--- src/timer8_pkg.sv ---
package timer8_pkg;
	// Register bus
	localparam int unsigned ADDR_W = 3;
	localparam logic [2:0] OFS_CTRL_A = 3'h0;
	localparam logic [2:0] OFS_CTRL_B = 3'h1;
	localparam logic [2:0] OFS_COUNT = 3'h2;
	localparam logic [2:0] OFS_CMP_A = 3'h3;
	localparam logic [2:0] OFS_CMP_B = 3'h4;
	localparam logic [2:0] OFS_MASK = 3'h5;
	localparam logic [2:0] OFS_FLAGS = 3'h6;

	// Control A fields
	localparam int CA_MODE_A_LSB = 6;
	localparam int CA_MODE_B_LSB = 4;
	localparam int CA_WAVE_LSB = 0;

	// Control B fields
	localparam int CB_FORCE_A = 7;
	localparam int CB_FORCE_B = 6;
	localparam int CB_WAVE_HI = 3;
	localparam int CB_CS_LSB = 0;

	// Mask and flag bit positions
	localparam int IRQ_B = 2;
	localparam int IRQ_A = 1;
	localparam int IRQ_OVF = 0;

	// Reset values
	localparam logic [7:0] CTRL_A_RST = 8'h00;
	localparam logic [7:0] CTRL_B_RST = 8'h00;
	localparam logic [7:0] COUNT_RST = 8'h00;
	localparam logic [7:0] CMP_RST = 8'h00;
	localparam logic [2:0] MASK_RST = 3'h0;
	localparam logic [2:0] FLAGS_RST = 3'h0;

	// Clock select codes
	localparam logic [2:0] CS_STOP = 3'h0;
	localparam logic [2:0] CS_DIV1 = 3'h1;
	localparam logic [2:0] CS_DIV8 = 3'h2;
	localparam logic [2:0] CS_DIV64 = 3'h3;
	localparam logic [2:0] CS_DIV256 = 3'h4;
	localparam logic [2:0] CS_DIV1024 = 3'h5;
	localparam logic [2:0] CS_EXT_FALL = 3'h6;
	localparam logic [2:0] CS_EXT_RISE = 3'h7;

	// Prescaler width, 1024 states
	localparam int unsigned PRESC_W = 10;

	// Counter landmarks
	localparam logic [7:0] COUNT_MAX = 8'hff;
	localparam logic [7:0] COUNT_BOTTOM = 8'h00;

	// Waveform mode with compare-topped fast PWM
	localparam logic [2:0] WAVE_FAST_CMP = 3'h7;

	// Output mode codes
	localparam logic [1:0] OM_OFF = 2'h0;
	localparam logic [1:0] OM_TOGGLE = 2'h1;
	localparam logic [1:0] OM_CLEAR = 2'h2;
	localparam logic [1:0] OM_SET = 2'h3;
endpackage

--- src/timer8.sv ---
// Implementation choices: the register addresses and the plain strobed port.
`timescale 1ns/100ps
module timer8 (
	// Clock and reset
	input wire logic mclk_i,
	input wire logic rst_n_i,
	// Register port
	input wire logic [timer8_pkg::ADDR_W-1:0] reg_addr_i,
	input wire logic [7:0] reg_wdata_i,
	input wire logic reg_we_i,
	input wire logic reg_re_i,
	output logic [7:0] reg_rdata_o,
	// CPU side
	input wire logic global_irq_en_i,
	input wire logic ack_cmp_a_i,
	input wire logic ack_cmp_b_i,
	input wire logic ack_ovf_i,
	output logic irq_cmp_a_o,
	output logic irq_cmp_b_o,
	output logic irq_ovf_o,
	// Pins
	input wire logic external_count_pin_i,
	output logic wave_output_a_o,
	output logic wave_output_a_oe_o,
	output logic wave_output_b_o,
	output logic wave_output_b_oe_o
);
	import timer8_pkg::*;

	////////////////////////////////////////////////////////////////////////////////
	// Registers and decode

	logic [7:0] ctrl_a_q;
	logic wave_hi_q;
	logic [2:0] cs_q;
	logic [7:0] cnt_q;
	logic down_q;
	logic blk_q;
	logic [7:0] cmp_buf_q [2];
	logic [7:0] cmp_act_q [2];
	logic [2:0] mask_q;
	logic [2:0] flags_q;
	logic [2:0] irq_q;
	logic [7:0] rdata_q;
	logic [PRESC_W-1:0] presc_q;
	logic ext_s1_q;
	logic ext_s2_q;
	logic ext_s3_q;
	logic wr_ctrl_a;
	logic wr_ctrl_b;
	logic wr_count;
	logic wr_cmp_a;
	logic wr_cmp_b;
	logic wr_mask;
	logic wr_flags;
	logic tick;
	logic [2:0] wave_mode;
	logic is_pwm;
	logic is_phase;
	logic is_ctc;
	logic top_is_cmp;
	logic [7:0] top_val;
	logic at_top;
	logic at_bottom;
	logic ovf_ev;
	logic [1:0] match_v;
	logic [1:0] force_v;
	logic [1:0] om [2];
	logic [2:0] set_v;
	logic [2:0] clr_v;

	// Write decode, one target per strobe
	always_comb
	begin
		wr_ctrl_a = 1'b0;
		wr_ctrl_b = 1'b0;
		wr_count = 1'b0;
		wr_cmp_a = 1'b0;
		wr_cmp_b = 1'b0;
		wr_mask = 1'b0;
		wr_flags = 1'b0;
		if (reg_we_i)
		begin
			if (reg_addr_i == OFS_CTRL_A)
				wr_ctrl_a = 1'b1;
			else if (reg_addr_i == OFS_CTRL_B)
				wr_ctrl_b = 1'b1;
			else if (reg_addr_i == OFS_COUNT)
				wr_count = 1'b1;
			else if (reg_addr_i == OFS_CMP_A)
				wr_cmp_a = 1'b1;
			else if (reg_addr_i == OFS_CMP_B)
				wr_cmp_b = 1'b1;
			else if (reg_addr_i == OFS_MASK)
				wr_mask = 1'b1;
			else if (reg_addr_i == OFS_FLAGS)
				wr_flags = 1'b1;
		end
	end

	// Control registers; reserved bits are never stored
	always_ff @(posedge mclk_i or negedge rst_n_i)
	begin
		if (!rst_n_i)
		begin
			ctrl_a_q <= CTRL_A_RST;
			wave_hi_q <= CTRL_B_RST[CB_WAVE_HI];
			cs_q <= CTRL_B_RST[CB_CS_LSB +: 3];
			mask_q <= MASK_RST;
		end
		else
		begin
			if (wr_ctrl_a)
				ctrl_a_q <= {reg_wdata_i[7:4], 2'h0, reg_wdata_i[1:0]};
			if (wr_ctrl_b)
			begin
				wave_hi_q <= reg_wdata_i[CB_WAVE_HI];
				cs_q <= reg_wdata_i[CB_CS_LSB +: 3];
			end
			if (wr_mask)
				mask_q <= reg_wdata_i[2:0];
		end
	end

	// Mode decode; PWM modes are the odd codes
	assign wave_mode = {wave_hi_q, ctrl_a_q[CA_WAVE_LSB +: 2]};
	assign is_pwm = wave_mode[0];
	assign is_phase = (wave_mode[1:0] == 2'h1);
	assign is_ctc = (wave_mode[1:0] == 2'h2);
	assign top_is_cmp = (wave_mode[2] & is_pwm) | is_ctc; // Reserved mode 4 keeps fixed top
	assign top_val = top_is_cmp ? cmp_act_q[0] : COUNT_MAX;
	assign at_top = (cnt_q == top_val);
	assign at_bottom = (cnt_q == COUNT_BOTTOM);
	assign om[0] = ctrl_a_q[CA_MODE_A_LSB +: 2];
	assign om[1] = ctrl_a_q[CA_MODE_B_LSB +: 2];

	////////////////////////////////////////////////////////////////////////////////
	// Clock source

	// Free-running prescaler shared by all divided taps
	always_ff @(posedge mclk_i or negedge rst_n_i)
	begin
		if (!rst_n_i)
			presc_q <= '0;
		else
			presc_q <= presc_q + 1'b1;
	end

	// Pin synchroniser; the second and third stages feed the edge detector
	always_ff @(posedge mclk_i or negedge rst_n_i)
	begin
		if (!rst_n_i)
		begin
			ext_s1_q <= 1'b0;
			ext_s2_q <= 1'b0;
			ext_s3_q <= 1'b0;
		end
		else
		begin
			ext_s1_q <= external_count_pin_i;
			ext_s2_q <= ext_s1_q;
			ext_s3_q <= ext_s2_q;
		end
	end

	// Timer tick; pin direction is not looked at, so driven pins still count
	always_comb
	begin
		case (cs_q)
			CS_DIV1: tick = 1'b1;
			CS_DIV8: tick = &presc_q[2:0];
			CS_DIV64: tick = &presc_q[5:0];
			CS_DIV256: tick = &presc_q[7:0];
			CS_DIV1024: tick = &presc_q;
			CS_EXT_FALL: tick = ext_s3_q & ~ext_s2_q;
			CS_EXT_RISE: tick = ~ext_s3_q & ext_s2_q;
			default: tick = 1'b0;
		endcase
	end

	////////////////////////////////////////////////////////////////////////////////
	// Counter

	// Software write wins over a tick in the same cycle
	always_ff @(posedge mclk_i or negedge rst_n_i)
	begin
		if (!rst_n_i)
		begin
			cnt_q <= COUNT_RST;
			down_q <= 1'b0;
		end
		else if (wr_count)
			cnt_q <= reg_wdata_i;
		else if (tick)
		begin
			if (!is_phase)
			begin
				down_q <= 1'b0;
				cnt_q <= at_top ? COUNT_BOTTOM : cnt_q + 8'h01;
			end
			else if (down_q)
			begin
				down_q <= !at_bottom;
				cnt_q <= at_bottom ? cnt_q + 8'h01 : cnt_q - 8'h01;
			end
			else
			begin
				down_q <= at_top;
				cnt_q <= at_top ? cnt_q - 8'h01 : cnt_q + 8'h01;
			end
		end
	end

	// Match blocker; held until the next tick after a counter write
	always_ff @(posedge mclk_i or negedge rst_n_i)
	begin
		if (!rst_n_i)
			blk_q <= 1'b0;
		else if (wr_count)
			blk_q <= 1'b1;
		else if (tick)
			blk_q <= 1'b0;
	end

	////////////////////////////////////////////////////////////////////////////////
	// Compare channels

	// Compare buffers; PWM modes load the live value only at TOP to avoid glitches
	always_ff @(posedge mclk_i or negedge rst_n_i)
	begin
		if (!rst_n_i)
		begin
			cmp_buf_q[0] <= CMP_RST;
			cmp_buf_q[1] <= CMP_RST;
			cmp_act_q[0] <= CMP_RST;
			cmp_act_q[1] <= CMP_RST;
		end
		else
		begin
			if (wr_cmp_a)
				cmp_buf_q[0] <= reg_wdata_i;
			if (wr_cmp_b)
				cmp_buf_q[1] <= reg_wdata_i;
			if (!is_pwm || (tick && at_top))
			begin
				cmp_act_q[0] <= cmp_buf_q[0];
				cmp_act_q[1] <= cmp_buf_q[1];
			end
		end
	end

	// Per-channel match, force strobe and waveform output
	for (genvar ch = 0; ch < 2; ch++)
	begin : gen_ch
		logic wave_q;
		logic oe_q;
		logic tog_ok;

		assign match_v[ch] = tick && !blk_q && (cnt_q == cmp_act_q[ch]);
		assign force_v[ch] = wr_ctrl_b && reg_wdata_i[CB_FORCE_A - ch] && !is_pwm;
		// Toggle in PWM only for channel A with compare-topped modes
		assign tog_ok = (ch == 0) && wave_hi_q && (om[ch] == OM_TOGGLE);

		// Output level; forced compare touches only this flop
		always_ff @(posedge mclk_i or negedge rst_n_i)
		begin
			if (!rst_n_i)
				wave_q <= 1'b0;
			else if (!is_pwm)
			begin
				if (match_v[ch] || force_v[ch])
				begin
					case (om[ch])
						OM_TOGGLE: wave_q <= ~wave_q;
						OM_CLEAR: wave_q <= 1'b0;
						OM_SET: wave_q <= 1'b1;
						default: wave_q <= wave_q;
					endcase
				end
			end
			else if (is_phase)
			begin
				if (match_v[ch] && om[ch][1])
					wave_q <= down_q ^ om[ch][0];
				else if (match_v[ch] && tog_ok)
					wave_q <= ~wave_q;
			end
			else if (om[ch][1])
			begin
				// Level at TOP wins when compare equals TOP
				if (tick && at_top)
					wave_q <= ~om[ch][0];
				else if (match_v[ch])
					wave_q <= om[ch][0];
			end
			else if (match_v[ch] && tog_ok)
				wave_q <= ~wave_q;
		end

		// Pin drive enable; PWM code 01 drives the pin only for channel A in compare-topped modes
		always_ff @(posedge mclk_i or negedge rst_n_i)
		begin
			if (!rst_n_i)
				oe_q <= 1'b0;
			else if (is_pwm && (om[ch] == OM_TOGGLE))
				oe_q <= tog_ok;
			else
				oe_q <= (om[ch] != OM_OFF);
		end
	end

	assign wave_output_a_o = gen_ch[0].wave_q;
	assign wave_output_a_oe_o = gen_ch[0].oe_q;
	assign wave_output_b_o = gen_ch[1].wave_q;
	assign wave_output_b_oe_o = gen_ch[1].oe_q;

	////////////////////////////////////////////////////////////////////////////////
	// Flags and interrupt requests

	// Overflow point follows the waveform mode
	assign ovf_ev = tick && (is_phase ? (down_q && at_bottom) :
		((wave_mode == WAVE_FAST_CMP) ? at_top : (cnt_q == COUNT_MAX)));
	// Forced compares never reach the flags
	assign set_v = {match_v[1], match_v[0], ovf_ev};
	assign clr_v = ({3{wr_flags}} & reg_wdata_i[2:0])
		| {ack_cmp_b_i, ack_cmp_a_i, ack_ovf_i};

	// Set beats clear so no event is lost in the clearing cycle
	always_ff @(posedge mclk_i or negedge rst_n_i)
	begin
		if (!rst_n_i)
			flags_q <= FLAGS_RST;
		else
			flags_q <= set_v | (flags_q & ~clr_v);
	end

	// Requests registered, one cycle behind the flag
	always_ff @(posedge mclk_i or negedge rst_n_i)
	begin
		if (!rst_n_i)
			irq_q <= 3'h0;
		else
			irq_q <= flags_q & mask_q & {3{global_irq_en_i}};
	end

	assign irq_cmp_b_o = irq_q[IRQ_B];
	assign irq_cmp_a_o = irq_q[IRQ_A];
	assign irq_ovf_o = irq_q[IRQ_OVF];

	////////////////////////////////////////////////////////////////////////////////
	// Read port

	// Data valid only in the cycle after the strobe, zero otherwise
	always_ff @(posedge mclk_i or negedge rst_n_i)
	begin
		if (!rst_n_i)
			rdata_q <= 8'h00;
		else if (!reg_re_i)
			rdata_q <= 8'h00;
		else if (reg_addr_i == OFS_CTRL_A)
			rdata_q <= ctrl_a_q;
		else if (reg_addr_i == OFS_CTRL_B)
			rdata_q <= {4'h0, wave_hi_q, cs_q};
		else if (reg_addr_i == OFS_COUNT)
			rdata_q <= cnt_q;
		else if (reg_addr_i == OFS_CMP_A)
			rdata_q <= cmp_buf_q[0];
		else if (reg_addr_i == OFS_CMP_B)
			rdata_q <= cmp_buf_q[1];
		else if (reg_addr_i == OFS_MASK)
			rdata_q <= {5'h00, mask_q};
		else if (reg_addr_i == OFS_FLAGS)
			rdata_q <= {5'h00, flags_q};
		else
			rdata_q <= 8'h00;
	end

	assign reg_rdata_o = rdata_q;

	////////////////////////////////////////////////////////////////////////////////
	// Checks

	property p_force_a_pwm;
		@(posedge mclk_i) disable iff (!rst_n_i)
		is_pwm && wr_ctrl_b && reg_wdata_i[CB_FORCE_A] && !tick |=> $stable(wave_output_a_o);
	endproperty
	a_force_a_pwm: assert property (p_force_a_pwm) else $error("force A acted in PWM");

	property p_force_b_pwm;
		@(posedge mclk_i) disable iff (!rst_n_i)
		is_pwm && wr_ctrl_b && reg_wdata_i[CB_FORCE_B] && !tick |=> $stable(wave_output_b_o);
	endproperty
	a_force_b_pwm: assert property (p_force_b_pwm) else $error("force B acted in PWM");

	property p_force_toggle;
		@(posedge mclk_i) disable iff (!rst_n_i)
		force_v[0] && !match_v[0] && (om[0] == OM_TOGGLE) |=> wave_output_a_o != $past(wave_output_a_o);
	endproperty
	a_force_toggle: assert property (p_force_toggle) else $error("force A did not toggle");

	property p_force_quiet;
		@(posedge mclk_i) disable iff (!rst_n_i)
		wr_ctrl_b && !tick |=> !$rose(flags_q[IRQ_A]) && !$rose(flags_q[IRQ_B]) && $stable(cnt_q);
	endproperty
	a_force_quiet: assert property (p_force_quiet) else $error("force disturbed flags or counter");

	property p_ctrl_b_read;
		@(posedge mclk_i) disable iff (!rst_n_i)
		reg_re_i && (reg_addr_i == OFS_CTRL_B) |=> reg_rdata_o[7:4] == 4'h0;
	endproperty
	a_ctrl_b_read: assert property (p_ctrl_b_read) else $error("control B upper bits not zero");

	property p_stopped;
		@(posedge mclk_i) disable iff (!rst_n_i)
		(cs_q == CS_STOP) && !wr_count |=> $stable(cnt_q);
	endproperty
	a_stopped: assert property (p_stopped) else $error("counter moved while stopped");

	property p_ext_rise;
		@(posedge mclk_i) disable iff (!rst_n_i)
		($rose(external_count_pin_i) && cs_q == CS_EXT_RISE) ##1 (cs_q == CS_EXT_RISE) [*2] |-> tick;
	endproperty
	a_ext_rise: assert property (p_ext_rise) else $error("pin rise did not tick");

	property p_block;
		@(posedge mclk_i) disable iff (!rst_n_i)
		wr_count ##1 tick |-> match_v == 2'h0;
	endproperty
	a_block: assert property (p_block) else $error("match after counter write");

	property p_flag_a;
		@(posedge mclk_i) disable iff (!rst_n_i)
		tick && !blk_q && (cnt_q == cmp_act_q[0]) |=> flags_q[IRQ_A];
	endproperty
	a_flag_a: assert property (p_flag_a) else $error("compare A flag not set");

	property p_w1c;
		@(posedge mclk_i) disable iff (!rst_n_i)
		wr_flags && reg_wdata_i[IRQ_OVF] && !ovf_ev |=> !flags_q[IRQ_OVF];
	endproperty
	a_w1c: assert property (p_w1c) else $error("overflow flag not cleared");

	property p_irq;
		@(posedge mclk_i) disable iff (!rst_n_i)
		flags_q[IRQ_A] && mask_q[IRQ_A] && global_irq_en_i |=> irq_cmp_a_o;
	endproperty
	a_irq: assert property (p_irq) else $error("compare A request missing");

	property p_ovf_max;
		@(posedge mclk_i) disable iff (!rst_n_i)
		tick && !wr_count && (wave_mode == 3'h0) && (cnt_q == COUNT_MAX)
			|=> flags_q[IRQ_OVF] ##0 cnt_q == 8'h00;
	endproperty
	a_ovf_max: assert property (p_ovf_max) else $error("normal mode overflow wrong");
endmodule

--- config.mk ---
export PLATFORM = sky130hd
export DESIGN_NAME = timer8
export DESIGN_NICKNAME = d
export VERILOG_FILES = /design/src/timer8_pkg.sv /design/src/timer8.sv
export SDC_FILE = /design/constraint.sdc
export NUM_CORES = 1
export LEC_CHECK = 0
export ABC_AREA = 1
export BUFFER_PORTS_ARGS = -buffer_cell sky130_fd_sc_hd__buf_2
export CAP_MARGIN = 20
export CORE_AREA = 2 2 105 107
export CTS_CLUSTER_SIZE = 24
export DETAILED_ROUTE_END_ITERATION = 10
export DIE_AREA = 0 0 107 109
export MAX_ROUTING_LAYER = met4
export SLEW_MARGIN = 0
export SYNTH_ARGS = -nofsm -noshare
export SYNTH_HDL_FRONTEND = slang
export SYNTH_SLANG_ARGS = --single-unit
--- constraint.sdc ---
create_clock -name mclk_i -period 4 [get_ports mclk_i]
set_input_delay 0.8 -clock mclk_i [delete_from_list [all_inputs] [get_ports mclk_i]]
set_output_delay 0.8 -clock mclk_i [all_outputs]
set_load 0.05 [all_outputs]
Yosys cells after proc, flatten, opt, wreduce, memory -nomap -nowiden --
Index checks and enable logic that the tools add are counted.
Operators by class: add/subtract/negate cells 3, equality and inequality tests 30, multiplexer cells 77, bitwise logic cells 20, reductions and logical operators 38
Operators with widths (count):
- 2-to-1 mux 8 bit | 14
- 2-to-1 mux 1 bit | 58
- == test 3 bit (second input constant) | 8
- == test 8 bit | 3
- logical AND 1 bit | 16
- bitwise AND 3 bit | 4
- == test 3 x 2 -> 1 bit (second input constant) | 4
- adder 10 x 1 -> 10 bit (second input constant) | 1
- == test 2 bit (second input constant) | 5
- AND reduction 10 bit | 1
- nonzero test 2 bit | 5
- adder 8 x 1 -> 8 bit (second input constant) | 1
- == test 8 bit (second input constant) | 1
- zero test 8 bit | 1
- AND reduction 8 bit | 1
- nonzero test 4 bit | 2
- subtractor 8 x 1 -> 8 bit (second input constant) | 1
- inverter 1 bit | 7
- one-hot mux 1 bit (7 select lines) | 1
- == test 2 x 1 -> 1 bit (second input constant) | 3
- == test 3 x 1 -> 1 bit (second input constant) | 2
- 2-to-1 mux 3 bit | 2
- bitwise OR 3 bit | 2
- one-hot mux 1 bit (3 select lines) | 2
- other kinds (15) | 23
Storage, ports and cells: register bits 86, input bits 20, output and inout port bits 15, logic and storage cells 190

Depth between registers and ports, before layout --
Gate-level depths: netlist of run 1.
word-level depth 14, mapped depth 17, gate-level depth less buffers 17

Worst setup path after synthesis of run 1 --
No wires, ideal clock.
kind input to register, from in reg_addr_i[1] (netlist bit), to reg cnt_q[6], library setup time 0.130 ns, data arrival time 1.856 ns, path slack 2.014 ns, stages 11, path buffers 0, cells stage by stage inv_1 nor2_1 inv_1 nor2_1 inv_2 nor2_4 nor2_2 inv_1 a21oi_1 o211ai_1 nand3_1
On the way: longest elaborated chain between the ends 6, elaborated cells on any way between the ends 9, those cells by class 2 x eq/ne; 5 x mux; 2 x reduce/logical
RTL lines:
- from (decl) | RTL line timer8.sv:8 | input wire logic [timer8_pkg::ADDR_W-1:0] reg_addr_i,
- == test 3 x 2 -> 1 bit | RTL line timer8.sv:88 | else if (reg_addr_i == OFS_COUNT)
- 2-to-1 mux 1 bit | RTL line timer8.sv:88
- 2-to-1 mux 1 bit | RTL line timer8.sv:86 | else if (reg_addr_i == OFS_CTRL_B)
- 2-to-1 mux 1 bit (*) | RTL line timer8.sv:84 | if (reg_addr_i == OFS_CTRL_A)
- 2-to-1 mux 1 bit (*) | RTL line timer8.sv:82 | if (reg_we_i)
- 2-to-1 mux 8 bit / nonzero test 2 bit (equally long branches)
- to (signal assigned) | RTL line timer8.sv:193 | cnt_q <= reg_wdata_i;
- to (signal assigned) | RTL line timer8.sv:199 | cnt_q <= at_top ? COUNT_BOTTOM : cnt_q + 8'h01;
- to (signal assigned) | RTL line timer8.sv:204 | cnt_q <= at_bottom ? cnt_q + 8'h01 : cnt_q - 8'h01;
- to (decl) | RTL line timer8.sv:36 | logic [7:0] cnt_q;
Mark *: on every way between the ends. The rest lies on a longest branch, timed or not. A chain may end at the register's enable or synchronous reset.

Final worst setup path of run 1 --
from reg cnt_q[7], to reg gen_ch[0].wave_q, in the netlist wave_output_a_o
On the way: longest elaborated chain between the ends 7, elaborated cells on any way between the ends 16, those cells by class 3 x eq/ne; 6 x mux; 7 x reduce/logical
RTL lines:
- == test 8 bit | RTL line timer8.sv:259 | assign match_v[ch] = tick && !blk_q && (cnt_q == cmp_act_q[ch]);
- logical AND 1 bit | RTL line timer8.sv:259
- logical AND 1 bit | RTL line timer8.sv:285, timer8.sv:296
- 2-to-1 mux 1 bit
- 2-to-1 mux 1 bit, on equally long branches | RTL line timer8.sv:288, timer8.sv:283
- 2-to-1 mux 1 bit | RTL line timer8.sv:281 | else if (is_phase)
- 2-to-1 mux 1 bit | RTL line timer8.sv:269 | else if (!is_pwm)
- to (signal assigned) | RTL line timer8.sv:274 | OM_TOGGLE: wave_q <= ~wave_q;
- to (signal assigned) | RTL line timer8.sv:284 | wave_q <= down_q ^ om[ch][0];
- to (signal assigned) | RTL line timer8.sv:292 | wave_q <= ~om[ch][0];
- to (decl) | RTL line timer8.sv:255 | logic wave_q;
Several ways; a longest one is shown, not always the timed one.

==> results of run 1 <==
==> how the worst max path moves through the flow <==
stage / start / endpoint / slack [ns] / depth (start not counted)
3_3_place_gp: reg_addr_i[1] / cnt_q[2]$_DFFE_PN0P_ / 1.46 / 11
2_1_floorplan: reg_addr_i[1] / cnt_q[6]$_DFFE_PN0P_ / 2.01 / 11
4_1_cts: cnt_q[7]$_DFFE_PN0P_ / wave_output_a_o$_DFFE_PN0P_ / 1.78 / 13
3_5_place_dp: reg_addr_i[1] / cnt_q[6]$_DFFE_PN0P_ / 1.47 / 12
5_1_grt: presc_q[0]$_DFF_PN0_ / wave_output_b_o$_DFFE_PN0P_ / 1.50 / 15
6_report: cnt_q[7]$_DFFE_PN0P_ / wave_output_a_o$_DFFE_PN0P_ / 1.77 / 13
==> cell usage in the layout (no fill, tap or decap), types with 4 or more instances in the layout <==
cell      instances
nand4_1           8
nand2_2           6
clkbuf_8          9
o21ai_0          44
xor2_1           13
nor2_4            4
o21bai_1          4
nor3_1            7
nor2_1           37
dfrtp_1          86
xnor2_1          14
o22ai_1           4
a221oi_1          5
nor2_2           11
a21oi_1          17
o21ai_1          11
o211ai_1          5
nand2_1         185
inv_1            67
inv_2             9
ha_1              8
nand3_1          20
buf_2            33
==> registers in the layout, indices dropped and copies added (netlist names) <==
register,count
blk_q,1
cmp_act_q,16
cmp_buf_q,16
cnt_q,8
cs_q,3
ctrl_a_q,6
down_q,1
ext_s1_q,1
ext_s2_q,1
ext_s3_q,1
flags_q,3
irq_q,3
mask_q,3
presc_q,10
reg_rdata_o,8
wave_hi_q,1
wave_output_a_o,1
wave_output_a_oe_o,1
wave_output_b_o,1
wave_output_b_oe_o,1
==> final cells by class <==
cell class                      instances  area (um2)
Multi-Input combinational cell        421        2152
Timing Repair Buffer                   36       187.7
Fill cell                            1079        5458
Clock inverter                          6       61.31
Clock buffer                           10       127.6
Sequential cell                        86        2152
Inverter                               77       289.0
Tap cell                              140       175.2
==> kinds of logic (layout without fill, tap and decap cells) <==
family / count (synthesis) / count (layout) / share of synthesized area
xor gates and xnor gates: 27 / 27 / 0.05070
buffers and inverters: 90 / 129 / 0.07725
DFF: 86 / 86 / 0.4614
AOI/OAI and AO/OA: 103 / 103 / 0.1293
adders and majority gates: 8 / 8 / 0.02146
and+or+nand+nor: 283 / 283 / 0.2599
==> power by group <==
part / total, mW / switching (mW) / internal [mW]
logic: 1.00 / 0.648 / 0.353
clock network: 0.619 / 0.331 / 0.288
registers: 1.28 / 0.245 / 1.04
total: 2.90 / 1.22 / 1.68
==> stage by stage <==
step,total power [mW],setup slack [ns]
6_report,2.903,1.771
5_1_grt,3.099,1.498
4_1_cts,2.914,1.777
3_5_place_dp,2.293,1.472
3_3_place_gp,2.289,1.461
2_1_floorplan,2.013,2.014
==> worst max-delay path: cells and delay by family, from the launching register on <==
kind                   cells  cell delay [ns]
AND/OR/NAND/NOR           12             1.37
flip-flops                 1             0.63
buffers and inverters      1             0.14
==> routing by layer <==
layer  GRT usage  vias up  wire length [um]
met5           -        -                 0
met4     0.09462        0               318
met3     0.03646       21               539
met2      0.3740       89              5675
met1      0.3173     1880              5840
li1            -     1976                 -
==> reports/qor.yml, run 1 <==
status: "completed"
root_buffer: "clkbuf_8"
dp_cells: 760
async_flop_share: 1.000
hold_viol: 0
hp-start: "ext_s1_q$_DFF_PN0_"
syn-num-nets: 625
grt_use_total: 0.2399
port_buffers: 34
crit_fanout: 9
post-route-min-period_ns: 2.229
antenna_cells: 0
max_cap_violations: 0
grt_max_degree: 65
timing.rr.end: "wave_output_a_o$_DFFE_PN0P_"
synth_seq_cells: 86
skew_ns: 0.01242
hold_buffers: 0
cts-buffers-inserted: 9
syn_inst: 597
crit_top_cell: "nand2_1"
yosysWarnings: 0
netlist_top_cells_count: "nand2_1 (185), dfrtp_1 (86), inv_1 (67)"
worst_hold_path_type: "reg2reg"
max_freq_mhz: 448.7
grt_pass1_wl_um: 20580
die_w_um: 107
post_cts_buffers: 0
final_nets: 659
die_h_um: 109
drt_wl_total_um: 12370
worst_hold_path.endpoint: "ext_s2_q$_DFF_PN0_"
cp_data_arrival_time_ns: 2.51
post-dp-hpwl_um: 9476
grt_pass1_vias: 3895
hold_depth: 0
setup_tns_ns: 0
cts_buffer_depth: 2
setup_viol: 0
r2r_start: "cnt_q[7]$_DFFE_PN0P_"
rsz0062_at_grt: "no"
cts-resized-gates: 0
slowest_delay_ns: 0.63
start_util: 0.4399
area_growth_pct: 10.30
clk_latency_ns: 0.38
core_area_mm2: 0.01060
synth_top_area_frac: 0.4614
avgSynthCellArea_um2: 7.813
h-tree-depth: 3
antenna_found_initial: 0
place_area_mm2: 0.004956
drv_slew: 0
final_cell_area_mm2: 0.005145
grt_overflow: 0
die_area_mm2: 0.01166
period_share: 0.5572
critical_path_class: "reg2reg"
drt_iter0_drc: 188
required_ns: 4.28
antenna_left: 0
pwr_density_cell_mw_per_mm2: 564.2
path_clk_slew_ns: 0.09
irDropWorstVdd_mv: 0.2269
worst_pin_slew_ns: 0.8183
relSlewSlack: 0.4545
yosysSeqAreaShare: 0.4614
reg2reg_setup_slack_ns: 1.77
synth_edf_count: 0
synthTopCellsByArea: "dfrtp_1 (46%), nand2_1 (15%), inv_1 (5.4%)"
synth.distinct_cells: 34
crit_chain: "inv_1 -> nand2_1 -> nand2_1 -> nor2_1 -> nand2_1 -> nor2_2 -> nand4_1 -> nand4_1 -> nand2_1 -> nor2_2 -> nand2_1 -> nor2_1 -> nor2_1"
cts_sinks: 86
fin_hold_ws_ns: 0.3542
synth_flop_cell: "dfrtp_1"
synth_top_area_cell: "dfrtp_1"
p_leak_nw: 2.560
utilization: 0.4852
firstDrtPassIters: 4
drc: 0
start_kind: "flop"
synth_most_common_cell: "nand2_1"
route.vias.total: 3966
post_drt_wl_per_cell_um: 15.95
rows: 38
r2r_cells: 13
ios: 35
viasPerCell: 5.111
synth_area_mm2: 0.004664
worst_path_max_delay_cell: "dfrtp_1"
gp_congestion: 0.9768
drive_above_1_share: 0.1321
instances_no_fill: 776
cp-end-kind: "flop"
tritoncts: "done"
(Power assumes the default switching activity.)
==> run 2: changes to the inputs <==
ABC_AREA = 0   (was 1)
clock period = 2.05 ns   (was 4 ns; I/O delays follow)
==> reports/qor.yml, run 2 <==
drt_iter0_drc: 292  # +55%
grt_pass1_vias: 4133  # +6.1%
post-dp-hpwl_um: 10240  # +8.0%
hold_viol: 0  # unchanged
p_int_mw: 3.936  # +130%
reg_top3: "cmp_act_q: 16 flops, cmp_buf_q: 16 flops, presc_q: 10 flops"
synth_edf_count: 0  # unchanged
p_leak_nw: 2.803  # +9.5%
drt_wl_total_um: 13650  # +10%
cts_sinks: 86  # unchanged
max_cap_violations: 0  # unchanged
clk_latency_ns: 0.38  # about the same
ios: 35  # unchanged
tritoncts: "done"
root_buffer: "clkbuf_8"
synth_seq_cells: 86  # unchanged
h-tree-depth: 3  # unchanged
setup_viol: 27  # +27
pwr_density_cell_mw_per_mm2: 1051  # +86%
utilization: 0.5778  # +0.09252
antenna_left: 0  # unchanged
relSlewSlack: 0.6591  # +0.2046
crit_fanout: 8  # -1
start_util: 0.4357  # -0.004248
fillCellCount: 936  # -13%
crit_chain: "inv_4 -> a222oi_1 -> nor4b_4 -> o2111a_2 -> buf_6 -> o21ai_4 -> or4_1 -> o211a_1 -> o22ai_2"
port_buffers: 34  # unchanged
p_sw_mw: 2.504  # +100%
synth_top_area_cell: "dfrtp_1"
area_growth_pct: 32.61
cp-end-kind: "flop"
p_comb_frac: 0.448  # +0.103
die_area_mm2: 0.01166  # unchanged
firstDrtPassIters: 5  # +1
worst-path-buf-inv: 2  # +1
skew_ns: 0.01094  # -0.001473 ns
crit_family: "compound AO/OA/AOI/OAI gates"
yosysWarnings: 0  # unchanged
layout_commonest_cell: "buf_4"
p_seq_frac: 0.378  # -0.064
die_h_um: 109  # unchanged
viasPerCell: 5.459  # +6.8%
die_w_um: 107  # unchanged
antenna_cells: 0  # unchanged
path_clk_slew_ns: 0.09  # about the same
grt_overflow: 0  # unchanged
grt_max_degree: 35  # -46%
cts_buffer_depth: 2  # unchanged
synth_area_mm2: 0.004619  # -0.97%
slowest_delay_ns: 0.42  # -0.21 ns
synthTopCellsByArea: "dfrtp_1 (47%), mux2_2 (9.5%), nand2_1 (3.5%)"
antenna_found_initial: 0  # unchanged
yosysSeqAreaShare: 0.4659  # +0.004499
syn_inst: 465  # -22%
setup_tns_ns: -6.444  # -6.444 ns
violations: "negative setup slack"
syn-num-nets: 493  # -21%
synth.distinct_cells: 56  # +65%
worst_hold_path_type: "in2reg"
max_freq_mhz: 410.6  # -8.5%
drv_slew: 0  # unchanged
worst_path_max_delay_cell: "dfrtp_1"
drc: 0  # unchanged
core_area_mm2: 0.01060  # unchanged
dp_cells: 719  # -5.4%
route.vias.total: 4089  # +3.1%
start_kind: "flop"
synth_top_area_frac: 0.4659  # +0.004499
switching_share: 0.3888  # -0.03281
clkPwrFrac: 0.175  # -0.038
synth_most_common_cell: "dfrtp_1"
cp_data_arrival_time_ns: 2.74  # +0.23 ns
avgSynthCellArea_um2: 9.934  # +27%
irDropWorstVdd_mv: 0.4994  # +120%
grt_use_total: 0.2615  # +0.02161
worst_pin_slew_ns: 0.5083  # -0.3100 ns
post-route-min-period_ns: 2.435  # +0.2067 ns
gp_congestion: 0.9287  # -4.9%
grt_pass1_wl_um: 22270  # +8.3%
cts-buffers-inserted: 9  # unchanged
period_share: 1.188  # +0.6308
post_drt_wl_per_cell_um: 18.22  # +14%
final_nets: 632  # -4.1%
rsz0062_at_grt: "yes"
critical_path_class: "reg2reg"
instances_no_fill: 749  # -3.5%
async_flop_share: 1.000  # unchanged
synth_flop_cell: "dfrtp_1"
status: "finished with violations"
rows: 38  # unchanged
netlist_top_cells_count: "dfrtp_1 (86), nand2_1 (43), mux2_2 (39)"
fin_hold_ws_ns: 0.1301  # -0.2241 ns
timing.final.ws_setup_ns: -0.3855  # -2.157 ns
required_ns: 2.36  # -1.92 ns
drive_above_1_share: 0.3727  # +0.2407
final_cell_mix: "buf_4 (100), dfrtp_1 (86), nand2_1 (42)"
run 2: worst register-to-register path, cell delays in order (launching register included):
cell	delay [ns]
dfrtp_1	0.42
inv_4	0.04
a222oi_1	0.35
nor4b_4	0.29
o2111a_2	0.37
buf_6	0.14
o21ai_4	0.09
or4_1	0.40
o211a_1	0.15
o22ai_2	0.13
run 2: what timing repair did:
item	4_1_cts	5_1_grt
hold buffers	1	0
endpoints found under the setup margin	27	28
hold endpoints to repair	32	0
gates resized for setup	26	10
pin swaps	12	6
cloned	0	0
setup buffers	9	4
run 2: worst paths after layout:
path | startpoint | to | slack (ns) | depth (start not counted)
hold reg to reg | ext_s1_q$_DFF_PN0_ | ext_s2_q$_DFF_PN0_ | 0.36 | 0
setup / recovery | cnt_q[2]$_DFFE_PN0P_ | cnt_q[3]$_DFFE_PN0P_ | -0.39 | 9
setup reg to reg | cnt_q[2]$_DFFE_PN0P_ | cnt_q[3]$_DFFE_PN0P_ | -0.39 | 9
min in group asynchronous | rst_n_i | irq_q[1]$_DFF_PN0_ | 0.51 | 2
max in group asynchronous | rst_n_i | cmp_act_q[15]$_DFFE_PN0P_ | 0.89 | 3
hold / removal | external_count_pin_i | ext_s1_q$_DFF_PN0_ | 0.13 | 1
run 2: power by group through the flow:
stage	Combinational (mW)	Sequential [mW]	Clock [mW]
after floorplan	1.36	2.54	0
after global placement	2.63	2.45	0
after detailed placement	2.66	2.46	0
after CTS	2.82	2.43	1.14
after global routing	3.13	2.49	1.23
final	2.88	2.43	1.12
run 2: layout make-up:
cell class                 count  area [um2]  share of cell area
multi-input combinational    339        2447              0.3995
sequential                    86        2152              0.3513
timing repair buffer         147        1099              0.1793
tap                          140       175.2             0.02859
clock buffer                  10       127.6             0.02083
inverter                      21       81.33             0.01328
clock inverter                 6       43.79            0.007149
run 2: cells by family (layout without fill, tap and decap cells):
| kind of cell | Yosys count | after routing | share of synthesized area |
|---|---|---|---|
| fa+ha+maj | 8 | 8 | 0.02167 |
| buf+inv | 40 | 184 | 0.03440 |
| flops | 86 | 86 | 0.4659 |
| mux | 53 | 53 | 0.1254 |
| compound gates | 109 | 109 | 0.1547 |
| simple gates | 147 | 147 | 0.1563 |
| xor+xnor | 22 | 22 | 0.04171 |
run 2: per-stage QoR:
stage / worst slack [ns] / power [mW] / cell area (um2)
detailed placement: -0.6261 / 5.124 / 5713
floorplan: -0.1433 / 3.901 / 4691
finish: -0.3855 / 6.440 / 6126
global placement: -0.5636 / 5.084 / 5713
CTS: -0.3379 / 6.389 / 6061
global route: -0.5761 / 6.849 / 6126
run 2: metal layers:
layer | up-vias | track usage | part of all wire
met5 | - | - | 0
met4 | 0 | 0.08998 | 0.028
met3 | 30 | 0.04304 | 0.040
met2 | 102 | 0.4167 | 0.47
met1 | 2004 | 0.3415 | 0.46
li1 | 1953 | - | -
